===== src/common/ppm_defines.vh =====
// Constants for the shared port pin function multiplexer.
// Assumes inclusion by bare name from the logic files; definitions only.
//
// Summary of operation
// - Input-only peripheral pins always remain usable as general-purpose port bits.
// - Async clock pin is a port bit while the async clock output is off.
// - Async clock output enabled: pin carries async serial clock, still readable as input.
// - Async transmit pin is a port bit while async data output is off.
// - Async data output enabled: pin drives async transmit data, not port data.
// - Sync transmit pin is a port bit while sync data output is off.
// - Sync data output enabled: pin drives sync transmit data, not port data.
// - Sync clock pin is a port bit while sync clock output is off.
// - Sync clock output enabled: pin carries sync clock, still readable as input.
// - Sync receive input always sees its pin level; software sets direction input.
// - Four interrupt pins always feed the interrupt logic; direction set to input.
// - Trigger pin always feeds converter start trigger; direction set to input.
// - Timer event pin always feeds reload timer zero event input.
// - Lower four analog pins are port bits when their analog enable selects port.
// - Upper four analog pins are port bits when their analog enable selects port.
// - Analog pins connect to matching converter channel when analog enable selects converter.
`ifndef PPM_DEFINES_VH
`define PPM_DEFINES_VH

// *****************************************
// Pin map
// *****************************************
`define PPM_NPIN        19
`define PPM_BIT_ACLK    0
`define PPM_BIT_ATX     1
`define PPM_BIT_STX     2
`define PPM_BIT_SCLK    3
`define PPM_BIT_SRX     4
`define PPM_BIT_IRQ0    5
`define PPM_BIT_TRIG    9
`define PPM_BIT_TEVT    10
`define PPM_BIT_ANA0    11
`define PPM_NANA        8

// *****************************************
// Register offsets (byte addresses)
// *****************************************
`define PPM_OFS_DATA    4'h0
`define PPM_OFS_DIR     4'h4
`define PPM_OFS_ANAEN   4'h8
`define PPM_OFS_LEVEL   4'hC

// *****************************************
// Reset values
// *****************************************
`define PPM_RST_DATA    19'h00000
`define PPM_RST_DIR     19'h00000
`define PPM_RST_ANAEN   8'hFF

`endif


===== src/logic/ppm_port_pin_function_mux.v =====
// Shared port pin function multiplexer with an Avalon-MM register slave.
// Assumes pads resolve pin level from padOut/padOe outside; peripheral
// signals arrive on mclk from logic in the same domain.
//
// The placing of the registers and the Avalon-MM slave port are this design's own decisions.
`timescale 1ns/100ps
`include "ppm_defines.vh"

module ppm_port_pin_function_mux #(
  parameter NPIN = `PPM_NPIN,
  parameter NANA = `PPM_NANA
) (
  input  wire             mclk,
  input  wire             resetn,
  // Avalon-MM slave
  input  wire [3:0]       avsAddress,
  input  wire             avsRead,
  input  wire             avsWrite,
  input  wire [31:0]      avsWritedata,
  input  wire [3:0]       avsByteenable,
  output reg  [31:0]      avsReaddata,
  output wire             avsWaitrequest,
  // Pads
  input  wire [NPIN-1:0]  padIn,
  output reg  [NPIN-1:0]  padOut,
  output reg  [NPIN-1:0]  padOe,
  // Async serial channel
  input  wire             asyncClkOutEn,
  input  wire             asyncClkOut,
  output wire             asyncClkIn,
  input  wire             asyncTxOutEn,
  input  wire             asyncTxData,
  // Clocked serial interface
  input  wire             syncTxOutEn,
  input  wire             syncTxData,
  input  wire             syncClkOutEn,
  input  wire             syncClkOut,
  output wire             syncClkIn,
  output wire             syncRxData,
  // Input-only peripheral functions
  output wire [3:0]       extIrqUpper,
  output wire             convTrigger,
  output wire             timerEvent,
  // Converter channel connection
  output wire [NANA-1:0]  analogChannelEn
);

  // *****************************************
  // Register bus state
  // *****************************************
  reg  [NPIN-1:0]  portData;
  reg  [NPIN-1:0]  portDir;
  reg  [NANA-1:0]  analogEn;
  reg              busAck;
  wire             busReq;

  // *****************************************
  // Pin input path
  // *****************************************
  reg  [NPIN-1:0]  syncA;
  reg  [NPIN-1:0]  syncB;
  reg  [NPIN-1:0]  syncC;
  reg  [NPIN-1:0]  pinLevel;
  reg  [NPIN-1:0]  gatedLevel;
  wire [NPIN-1:0]  analogMask;
  wire [NPIN-1:0]  stageAgree;

  // *****************************************
  // Output path
  // *****************************************
  wire [NPIN-1:0]  next_padOut;
  wire [NPIN-1:0]  next_padOe;

  genvar g;

  // Byte-lane merge for the writable registers
  function [31:0] mergeBytes;
    input [31:0] oldWord;
    input [31:0] newWord;
    input [3:0]  lanes;
    integer k;
    begin
      mergeBytes = oldWord;
      for (k = 0; k < 4; k = k + 1) begin
        if (lanes[k]) begin
          mergeBytes[k*8 +: 8] = newWord[k*8 +: 8];
        end
      end
    end
  endfunction

  // One-hot placement of a single peripheral signal at its pin index
  function [NPIN-1:0] placeBit;
    input         bitVal;
    input integer pos;
    begin
      placeBit      = {NPIN{1'b0}};
      placeBit[pos] = bitVal;
    end
  endfunction

  // *****************************************
  // Register decode
  // *****************************************
  localparam SEL_NONE  = 3'h0;
  localparam SEL_DATA  = 3'h1;
  localparam SEL_DIR   = 3'h2;
  localparam SEL_ANAEN = 3'h3;
  localparam SEL_LEVEL = 3'h4;

  // Offset decode shared by the merge, write and read paths
  function [2:0] regSelect;
    input [3:0] addr;
    begin
      case (addr)
        `PPM_OFS_DATA:  regSelect = SEL_DATA;
        `PPM_OFS_DIR:   regSelect = SEL_DIR;
        `PPM_OFS_ANAEN: regSelect = SEL_ANAEN;
        `PPM_OFS_LEVEL: regSelect = SEL_LEVEL;
        default:        regSelect = SEL_NONE;
      endcase
    end
  endfunction

  wire [2:0]  regSel;
  wire        wrData;
  wire        wrDir;
  wire        wrAnaEn;
  wire        rdCapture;

  assign regSel    = regSelect(avsAddress);
  // Writes only on the completing edge, so a held request writes again every two cycles
  assign wrData    = avsWrite & busAck & (regSel == SEL_DATA);
  assign wrDir     = avsWrite & busAck & (regSel == SEL_DIR);
  assign wrAnaEn   = avsWrite & busAck & (regSel == SEL_ANAEN);
  assign rdCapture = avsRead & ~busAck;

  // *****************************************
  // Avalon-MM slave
  // *****************************************
  // One wait state per access; write lands on the edge with waitrequest low
  assign busReq         = avsRead | avsWrite;
  assign avsWaitrequest = busReq & ~busAck;

  // Ack lasts one cycle, so a request held past completion starts afresh
  always @(posedge mclk) begin
    if (!resetn) begin
      busAck <= 1'b0;
    end else begin
      busAck <= busReq & ~busAck;
    end
  end

  reg [31:0] mergedWord;
  always @* begin
    mergedWord = 32'h0000_0000;
    case (regSel)
      SEL_DATA:  mergedWord = mergeBytes({{(32-NPIN){1'b0}}, portData}, avsWritedata, avsByteenable);
      SEL_DIR:   mergedWord = mergeBytes({{(32-NPIN){1'b0}}, portDir}, avsWritedata, avsByteenable);
      SEL_ANAEN: mergedWord = mergeBytes({{(32-NANA){1'b0}}, analogEn}, avsWritedata, avsByteenable);
      default:        mergedWord = 32'h0000_0000;
    endcase
  end

  // Port data register
  always @(posedge mclk) begin
    if (!resetn) begin
      portData <= `PPM_RST_DATA;
    end else if (wrData) begin
      portData <= mergedWord[NPIN-1:0];
    end
  end

  // Port direction register
  always @(posedge mclk) begin
    if (!resetn) begin
      portDir <= `PPM_RST_DIR;
    end else if (wrDir) begin
      portDir <= mergedWord[NPIN-1:0];
    end
  end

  // Analog enable; reset leaves every analog pin on the converter
  always @(posedge mclk) begin
    if (!resetn) begin
      analogEn <= `PPM_RST_ANAEN;
    end else if (wrAnaEn) begin
      analogEn <= mergedWord[NANA-1:0];
    end
  end

  // Read data captured in the wait cycle, stands at the completing edge
  reg [31:0] readWord;
  always @* begin
    readWord = 32'h0000_0000;
    case (regSel)
      SEL_DATA:  readWord = {{(32-NPIN){1'b0}}, portData};
      SEL_DIR:   readWord = {{(32-NPIN){1'b0}}, portDir};
      SEL_ANAEN: readWord = {{(32-NANA){1'b0}}, analogEn};
      SEL_LEVEL: readWord = {{(32-NPIN){1'b0}}, gatedLevel};
      default:   readWord = 32'h0000_0000;
    endcase
  end

  always @(posedge mclk) begin
    if (!resetn) begin
      avsReaddata <= 32'h0000_0000;
    end else if (rdCapture) begin
      avsReaddata <= readWord;
    end
  end

  // *****************************************
  // Pin input synchronisers
  // *****************************************
  // Third stage feeds both the agreement test and the accepted level; costs one cycle of latency
  assign stageAgree = ~(syncB ^ syncC);

  generate
    for (g = 0; g < NPIN; g = g + 1) begin : gSync
      always @(posedge mclk) begin
        if (!resetn) begin
          syncA[g]    <= 1'b0;
          syncB[g]    <= 1'b0;
          syncC[g]    <= 1'b0;
          pinLevel[g] <= 1'b0;
        end else begin
          syncA[g] <= padIn[g];
          syncB[g] <= syncA[g];
          syncC[g] <= syncB[g];
          // Level accepted only once second and third stages agree
          if (stageAgree[g]) begin
            pinLevel[g] <= syncC[g];
          end
        end
      end
    end
  endgenerate

  // Mask follows NANA, so a narrower converter leaves the upper pins digital
  generate
    for (g = 0; g < NPIN; g = g + 1) begin : gAnaMask
      if ((g >= `PPM_BIT_ANA0) && (g < `PPM_BIT_ANA0 + NANA)) begin : gAna
        assign analogMask[g] = analogEn[g - `PPM_BIT_ANA0];
      end else begin : gDig
        assign analogMask[g] = 1'b0;
      end
    end
  endgenerate

  // Digital input buffer gated off on analog pins
  always @(posedge mclk) begin
    if (!resetn) begin
      gatedLevel <= {NPIN{1'b0}};
    end else begin
      gatedLevel <= pinLevel & ~analogMask;
    end
  end

  // *****************************************
  // Peripheral input connections
  // *****************************************
  // Pin levels always reach the peripherals, whatever the direction bits
  // Clock pins read the pad even while driving it, for both-way clocks
  assign asyncClkIn  = gatedLevel[`PPM_BIT_ACLK];
  assign syncClkIn   = gatedLevel[`PPM_BIT_SCLK];
  assign syncRxData  = gatedLevel[`PPM_BIT_SRX];
  assign extIrqUpper = gatedLevel[`PPM_BIT_IRQ0 +: 4];
  assign convTrigger = gatedLevel[`PPM_BIT_TRIG];
  assign timerEvent  = gatedLevel[`PPM_BIT_TEVT];
  assign analogChannelEn = analogEn;

  // *****************************************
  // Output multiplexer
  // *****************************************
  // Only the four output-capable pins can be claimed by a peripheral
  wire [NPIN-1:0]  periphEn;
  wire [NPIN-1:0]  periphVal;

  assign periphEn  = placeBit(asyncClkOutEn, `PPM_BIT_ACLK)
                   | placeBit(asyncTxOutEn, `PPM_BIT_ATX)
                   | placeBit(syncTxOutEn, `PPM_BIT_STX)
                   | placeBit(syncClkOutEn, `PPM_BIT_SCLK);
  assign periphVal = placeBit(asyncClkOut, `PPM_BIT_ACLK)
                   | placeBit(asyncTxData, `PPM_BIT_ATX)
                   | placeBit(syncTxData, `PPM_BIT_STX)
                   | placeBit(syncClkOut, `PPM_BIT_SCLK);

  // Analog use beats a peripheral claim, which beats the port registers
  generate
    for (g = 0; g < NPIN; g = g + 1) begin : gPad
      assign next_padOe[g]  = ~analogMask[g] & (periphEn[g] | portDir[g]);
      assign next_padOut[g] = ~analogMask[g] & (periphEn[g] ? periphVal[g] : portData[g]);
    end
  endgenerate

  // Registered pads: one cycle from any enable change to the pin
  always @(posedge mclk) begin
    if (!resetn) begin
      padOut <= {NPIN{1'b0}};
      padOe  <= {NPIN{1'b0}};
    end else begin
      padOut <= next_padOut;
      padOe  <= next_padOe;
    end
  end

endmodule // ppm_port_pin_function_mux


===== config.mk =====
export PLATFORM = sky130hd
export DESIGN_NAME = ppm_port_pin_function_mux
export DESIGN_NICKNAME = d
export VERILOG_FILES = /design/src/logic/ppm_port_pin_function_mux.v
export VERILOG_INCLUDE_DIRS = /design/src /design/src/common
export SDC_FILE = /design/constraint.sdc
export NUM_CORES = 1
export LEC_CHECK = 0
export BUFFER_PORTS_ARGS = -buffer_cell sky130_fd_sc_hd__buf_4
export CAP_MARGIN = 30
export CORE_MARGIN = 5
export CORE_UTILIZATION = 60
export CTS_BUF_LIST = sky130_fd_sc_hd__clkbuf_4 sky130_fd_sc_hd__clkbuf_8
export DETAILED_ROUTE_END_ITERATION = 7
export GPL_TIMING_DRIVEN = 0
export HOLD_SLACK_MARGIN = 0.05
export PLACE_DENSITY = 0.93
export SYNTH_ARGS = -nofsm -noshare
export SYNTH_HDL_FRONTEND = slang
export SYNTH_SLANG_ARGS = --single-unit

===== constraint.sdc =====
create_clock -name mclk -period 3.2 [get_ports mclk]
set_input_delay 0 -clock mclk [delete_from_list [all_inputs] [get_ports mclk]]
set_output_delay 0 -clock mclk [all_outputs]
set_load 0.1 [all_outputs]

Word-level counts from Yosys, hierarchy flattened

Index checks and enable logic that the tools add are counted.

Bits in registers: 212
Input port bits: 71
Output and inout port bits: 88
Logic and storage cells: 184

Equality and inequality tests: 7
Muxes and demuxes: 31
Bitwise gates (word level): 61
Reductions and logical operators: 1

Operator list:

| kind                 | count |
|---|---|
| $pmux W19 S4         | 1 |
| $pmux W19 S3         | 1 |
| $mux W8              | 6 |
| $not A19 Y19         | 2 |
| $and A1 B1 Y1        | 22 |
| $and A19 B19 Y19     | 1 |
| $mux W1              | 19 |
| $xor A19 B19 Y19     | 1 |
| $or A1 B1 Y1 const A | 15 |
| $pmux W3 S4          | 1 |
| $mux W3              | 3 |
| $not A1 Y1           | 9 |
| $eq A4 B4 Y1 const B | 2 |
| $or A3 B4 Y4         | 2 |
| $eq A3 B2 Y1 const B | 2 |
| $or A2 B3 Y3         | 2 |
| $or A1 B1 Y1         | 5 |
| $eq A4 B3 Y1 const B | 1 |
| $logic_not A4 Y1     | 1 |
| $or A1 B2 Y2         | 2 |
| $eq A3 B1 Y1 const B | 1 |
| $eq A3 B3 Y1 const B | 1 |

Longest topological paths before layout

Word-level depth: 4
Gate-level depth with buffers: 7
Depth with buffers taken out: 4

Worst setup path after synthesis

No wires, ideal clock.

Kind: reg-to-reg
Start: register analogEn[7] (netlist: analogChannelEn[7])
End: register portData[7]
Setup time: 0.060 ns
Arrival time: 1.819 ns
Data required time: 3.140 ns
Path slack: 1.322 ns
Stages on the path, launching flop included: 5
Buffers on the path: 0
Clock period less this slack: 1.878 ns
Cells stage by stage: dfxtp_1 nand3b_1 a2111o_1 o311ai_1 a22o_1

Cells in the longest elaborated chain, start to end: 2

RTL lines:

| item                   | line                            | source |
|---|---|---|
| from (decl)            | ppm_port_pin_function_mux.v:53  | `reg [NANA-1:0] analogEn;` |
| from (signal assigned) | ppm_port_pin_function_mux.v:186 | `` analogEn <= `PPM_RST_ANAEN; `` |
| from (signal assigned) | ppm_port_pin_function_mux.v:188 | `analogEn <= mergedWord[NANA-1:0];` |
| $mux W8                | ppm_port_pin_function_mux.v:85  | `if (lanes[k]) begin` |
| $pmux W19 S3           | ppm_port_pin_function_mux.v:157 | `case (regSel)` |
| to (signal assigned)   | ppm_port_pin_function_mux.v:168 | `` portData <= `PPM_RST_DATA; `` |
| to (signal assigned)   | ppm_port_pin_function_mux.v:170 | `portData <= mergedWord[NPIN-1:0];` |
| to (decl)              | ppm_port_pin_function_mux.v:51  | `reg [NPIN-1:0] portData;` |

Every way passes these cells.
A chain may end at the register's enable or synchronous reset.

Final worst setup path

Start: input port avsAddress[2]
End: register portData[17]

Cells in the longest elaborated chain, start to end: 4
Elaborated cells between the ends (all ways): 10
Classes of those cells: eq/ne: 6; mux: 2; bitwise: 1; reduce/logical: 1

RTL lines:

| item                                                 | line                                                             | source |
|---|---|---|
| from (decl)                                          | ppm_port_pin_function_mux.v:16                                   | `input wire [3:0] avsAddress,` |
| $eq A4 B4 Y1 (tied with other cells)                 | ppm_port_pin_function_mux.v:115                                  | `case (addr)` |
| $pmux W3 S4 (*)                                      | ppm_port_pin_function_mux.v:115                                  |  |
| $eq A3 B2 Y1 / $eq A3 B1 Y1 (equally long branches)  | --                                                               |  |
| $pmux W19 S3 / $and A1 B1 Y1 (equally long branches) | ppm_port_pin_function_mux.v:157, ppm_port_pin_function_mux.v:133 |  |

Every way passes the cells marked *; elsewhere a longest branch is shown, timed or not.

==> results.yml <==
floorplanning:
  design.die.area_um2: 13800
  start_util_pct: 60.8
  core_um2: 11400
  num_rows: 39
  die_w_um: 117
  ios: 159
  die_h_um: 117
synthesis:
  synthesis.area_um2: 6910
  ys_seq_area_share_pct: 57.6
  synth.distinct_cells: 48
  yosys-top-cells-count: "dfxtp_1 (199), and2_1 (108), nor2_1 (47), nand2_1 (43), mux2i_1 (31)"
  synth.top_cell.area_share_pct: 57.6
  synthCells: 667
  synth-edff-count: 0
  yosysWarnings: 0
  synth_top_cells_by_area: "dfxtp_1 (58%), and2_1 (9.8%), mux2i_1 (4.5%), a22o_1 (2.8%), o2bb2ai_1 (2.7%)"
  synthArstFlopShare_pct: 0
  yosys_register_bits: 199
  synth.avg_cell_area_um2: 10.4
  ys.flop_type: "dfxtp_1"
  yosysMostFrequentCell: "dfxtp_1"
  yosys.area.top_type: "dfxtp_1"
power_and_ir_drop:
  power_density_nw_per_um2: 505
  intPower_mw: 3.34
  p_sw_mw: 1.26
  power.leakage_nw: 3.86
  comb_power_share_pct: 9.5
  p_total_mw: 4.60
  switching_share_pct: 27.3
  vdd_ir_drop_max_mv: 0.301
  p_seq_share_pct: 55.0
  power_frac_clock_pct: 35.5
cts:
  cts_root_buf: "clkbuf_8"
  ctsHoldBuffers: 59
  cts_resized: 0
  clock_latency_ps: 460
  clk_pin_slew_ps: 110
  cts_tree: "built"
  cts_buffers: 17
  cts_num_sinks: 199
  htreeDepth: 4
  post_cts_buffers: 0
  cts_buffer_depth: 2
setup_path:
  required_ps: 3600
  path_max_fanout: 10
  end_kind: "flip-flop"
  critPathLaunchType: "input pin"
  critPathKind: "input pin to flip-flop"
  cp.arrival_ps: 2770
final_layout:
  drive_gt1_share_pct: 21.9
  nNetsFinal: 958
  diodes: 0
  final_util_pct: 80.2
  synthToLayoutAreaGrowth_pct: 31.9
  fill_cells: 700
global_route:
  antenna_found_initial: 0
  grt_pass1_wl_mm: 30.0
  grt_max_degree: 21
  grt_pass1_vias: 5775
  track_usage_pct: 26.6
  overflow: 0
sta:
  fmax_ghz: 0.423
  setup_violations: 0
  hold_viol: 0
  fin_crit_sh_pct: 73.8
  fin_tns_setup_ps: 0
  worst_pin_slew_ps: 814
  rsz0062_at_grt: "false"
  clock_skew_ps: 12.8
  finalMaxSlewViolations: 0
  setup_slack_ps: 838
  relSlewSlack_pct: 45.0
  min_period_ps: 2360
run:
  maxCapViolCount: 0
detailed_routing:
  vias: 5841
  routed_wl_mm: 18.4
  drt_iter0_markers: 672
  ant_nets: 0
  drcViolationCount: 0
  wl_per_cell_um: 17.7
  dr.pass1.iters: 6
  via_per_inst: 5.60
status:
  status: "finished, final reports clean"
worst_hold_path:
  hp-class: "input pin to flip-flop"
placed_design:
  io_buffers: 130
  hpwl_mm: 12.6
  pre_cts_ws_ps: 1440
  globalplace.congestion: 0.946
-- metrics by stage --
| stage | instance area [µm²] | instances | hold WS, ps |
|---|---|---|---|
| final | 9110 | 1043 | 127 |
| after detailed placement | 8110 | 952 | 210 |
| after floorplan | 6960 | 679 | 116 |
| after global routing | 9110 | 1043 | 120 |
| after global placement | 8110 | 952 | 208 |
| after CTS | 9110 | 1043 | 62.2 |
-- cells by family after synthesis --
group / share of synthesized area (%)
AO/OA/AOI/OAI: 15.4
multiplexers: 4.49
flip-flops: 57.6
buffers and inverters: 4.34
AND/OR/NAND/NOR: 18.0
other: 0.0543
-- critical path: stages --
cell and delay [ps]:
dlygate4sd3_1 540, buf_4 150, buf_2 170, or4_1 500
nor2_1 120, nand2_1 60, dlygate4sd3_1 550, a21oi_1 110
dlygate4sd3_1 560
-- state kept, by name, summed over array words and instances (netlist names) --
| name | flops |
|---|---|
| avsReaddata | 19 |
| gatedLevel | 19 |
| padOe | 19 |
| padOut | 19 |
| pinLevel | 19 |
| portData | 19 |
| portDir | 19 |
| syncA | 19 |
| syncB | 19 |
| syncC | 19 |
| analogChannelEn | 8 |
| busAck | 1 |
-- layout by cell type, fill, tap and decap left out, drive strengths merged, types with 3 or more instances in the layout --
cell type / Yosys / routed
dfxtp: 199 / 199
and2: 108 / 108
clkbuf: 20 / 37
mux2i: 31 / 31
o2bb2ai: 21 / 21
nand2: 43 / 43
a22oi: 18 / 18
conb: 1 / 13
nor3b: 7 / 7
o21ai: 27 / 27
inv: 2 / 11
dlygate4sd3: 0 / 59
buf: 33 / 163
a32o: 5 / 5
a211oi: 5 / 5
a21oi: 30 / 30
nor2: 49 / 49
o31ai: 10 / 10
nor2b: 3 / 3
a22o: 22 / 22
clkinv: 1 / 4
a21boi: 3 / 3
nand3: 3 / 3
-- per-layer routing --
metal | routed length, µm | vias up | global-route usage, % | share of wire, %
li1 | - | 2714 | - | -
met1 | 6940 | 2758 | 31.1 | 38
met2 | 9370 | 315 | 46.6 | 51
met3 | 1590 | 54 | 6.45 | 8.6
met4 | 527 | 0 | 10.4 | 2.9
met5 | 0 | - | 0 | 0
-- worst paths after layout --
check,start,end,slack (ps),cells after the start
worst min register to register,syncA[5],syncB[5],440,1
worst max-delay path,avsAddress[2],portData[17],840,9
worst max register to register,busAck,portData[17],1140,6
worst min-delay path,avsWritedata[7],portDir[7],130,5
-- area by class of cell --
type / instances / area, µm² / share of cell area (%)
sequential: 199 / 3980 / 43.7
multi-input combinational: 424 / 2670 / 29.3
timing repair buffer: 189 / 1570 / 17.2
buffer: 53 / 289 / 3.17
clock buffer: 17 / 234 / 2.57
tap: 143 / 179 / 1.96
clock inverter: 15 / 178 / 1.95
inverter: 3 / 11.3 / 0.124
-- power groups by stage --
stage	registers [mW]	logic [mW]	clock network [mW]
2_1_floorplan	2.63	0.207	0
3_3_place_gp	2.58	0.365	0
3_5_place_dp	2.59	0.371	0
4_1_cts	2.53	0.427	1.64
5_1_grt	2.54	0.461	1.75
6_report	2.53	0.436	1.63
No activity file was read; power rests on OpenSTA's default activity.
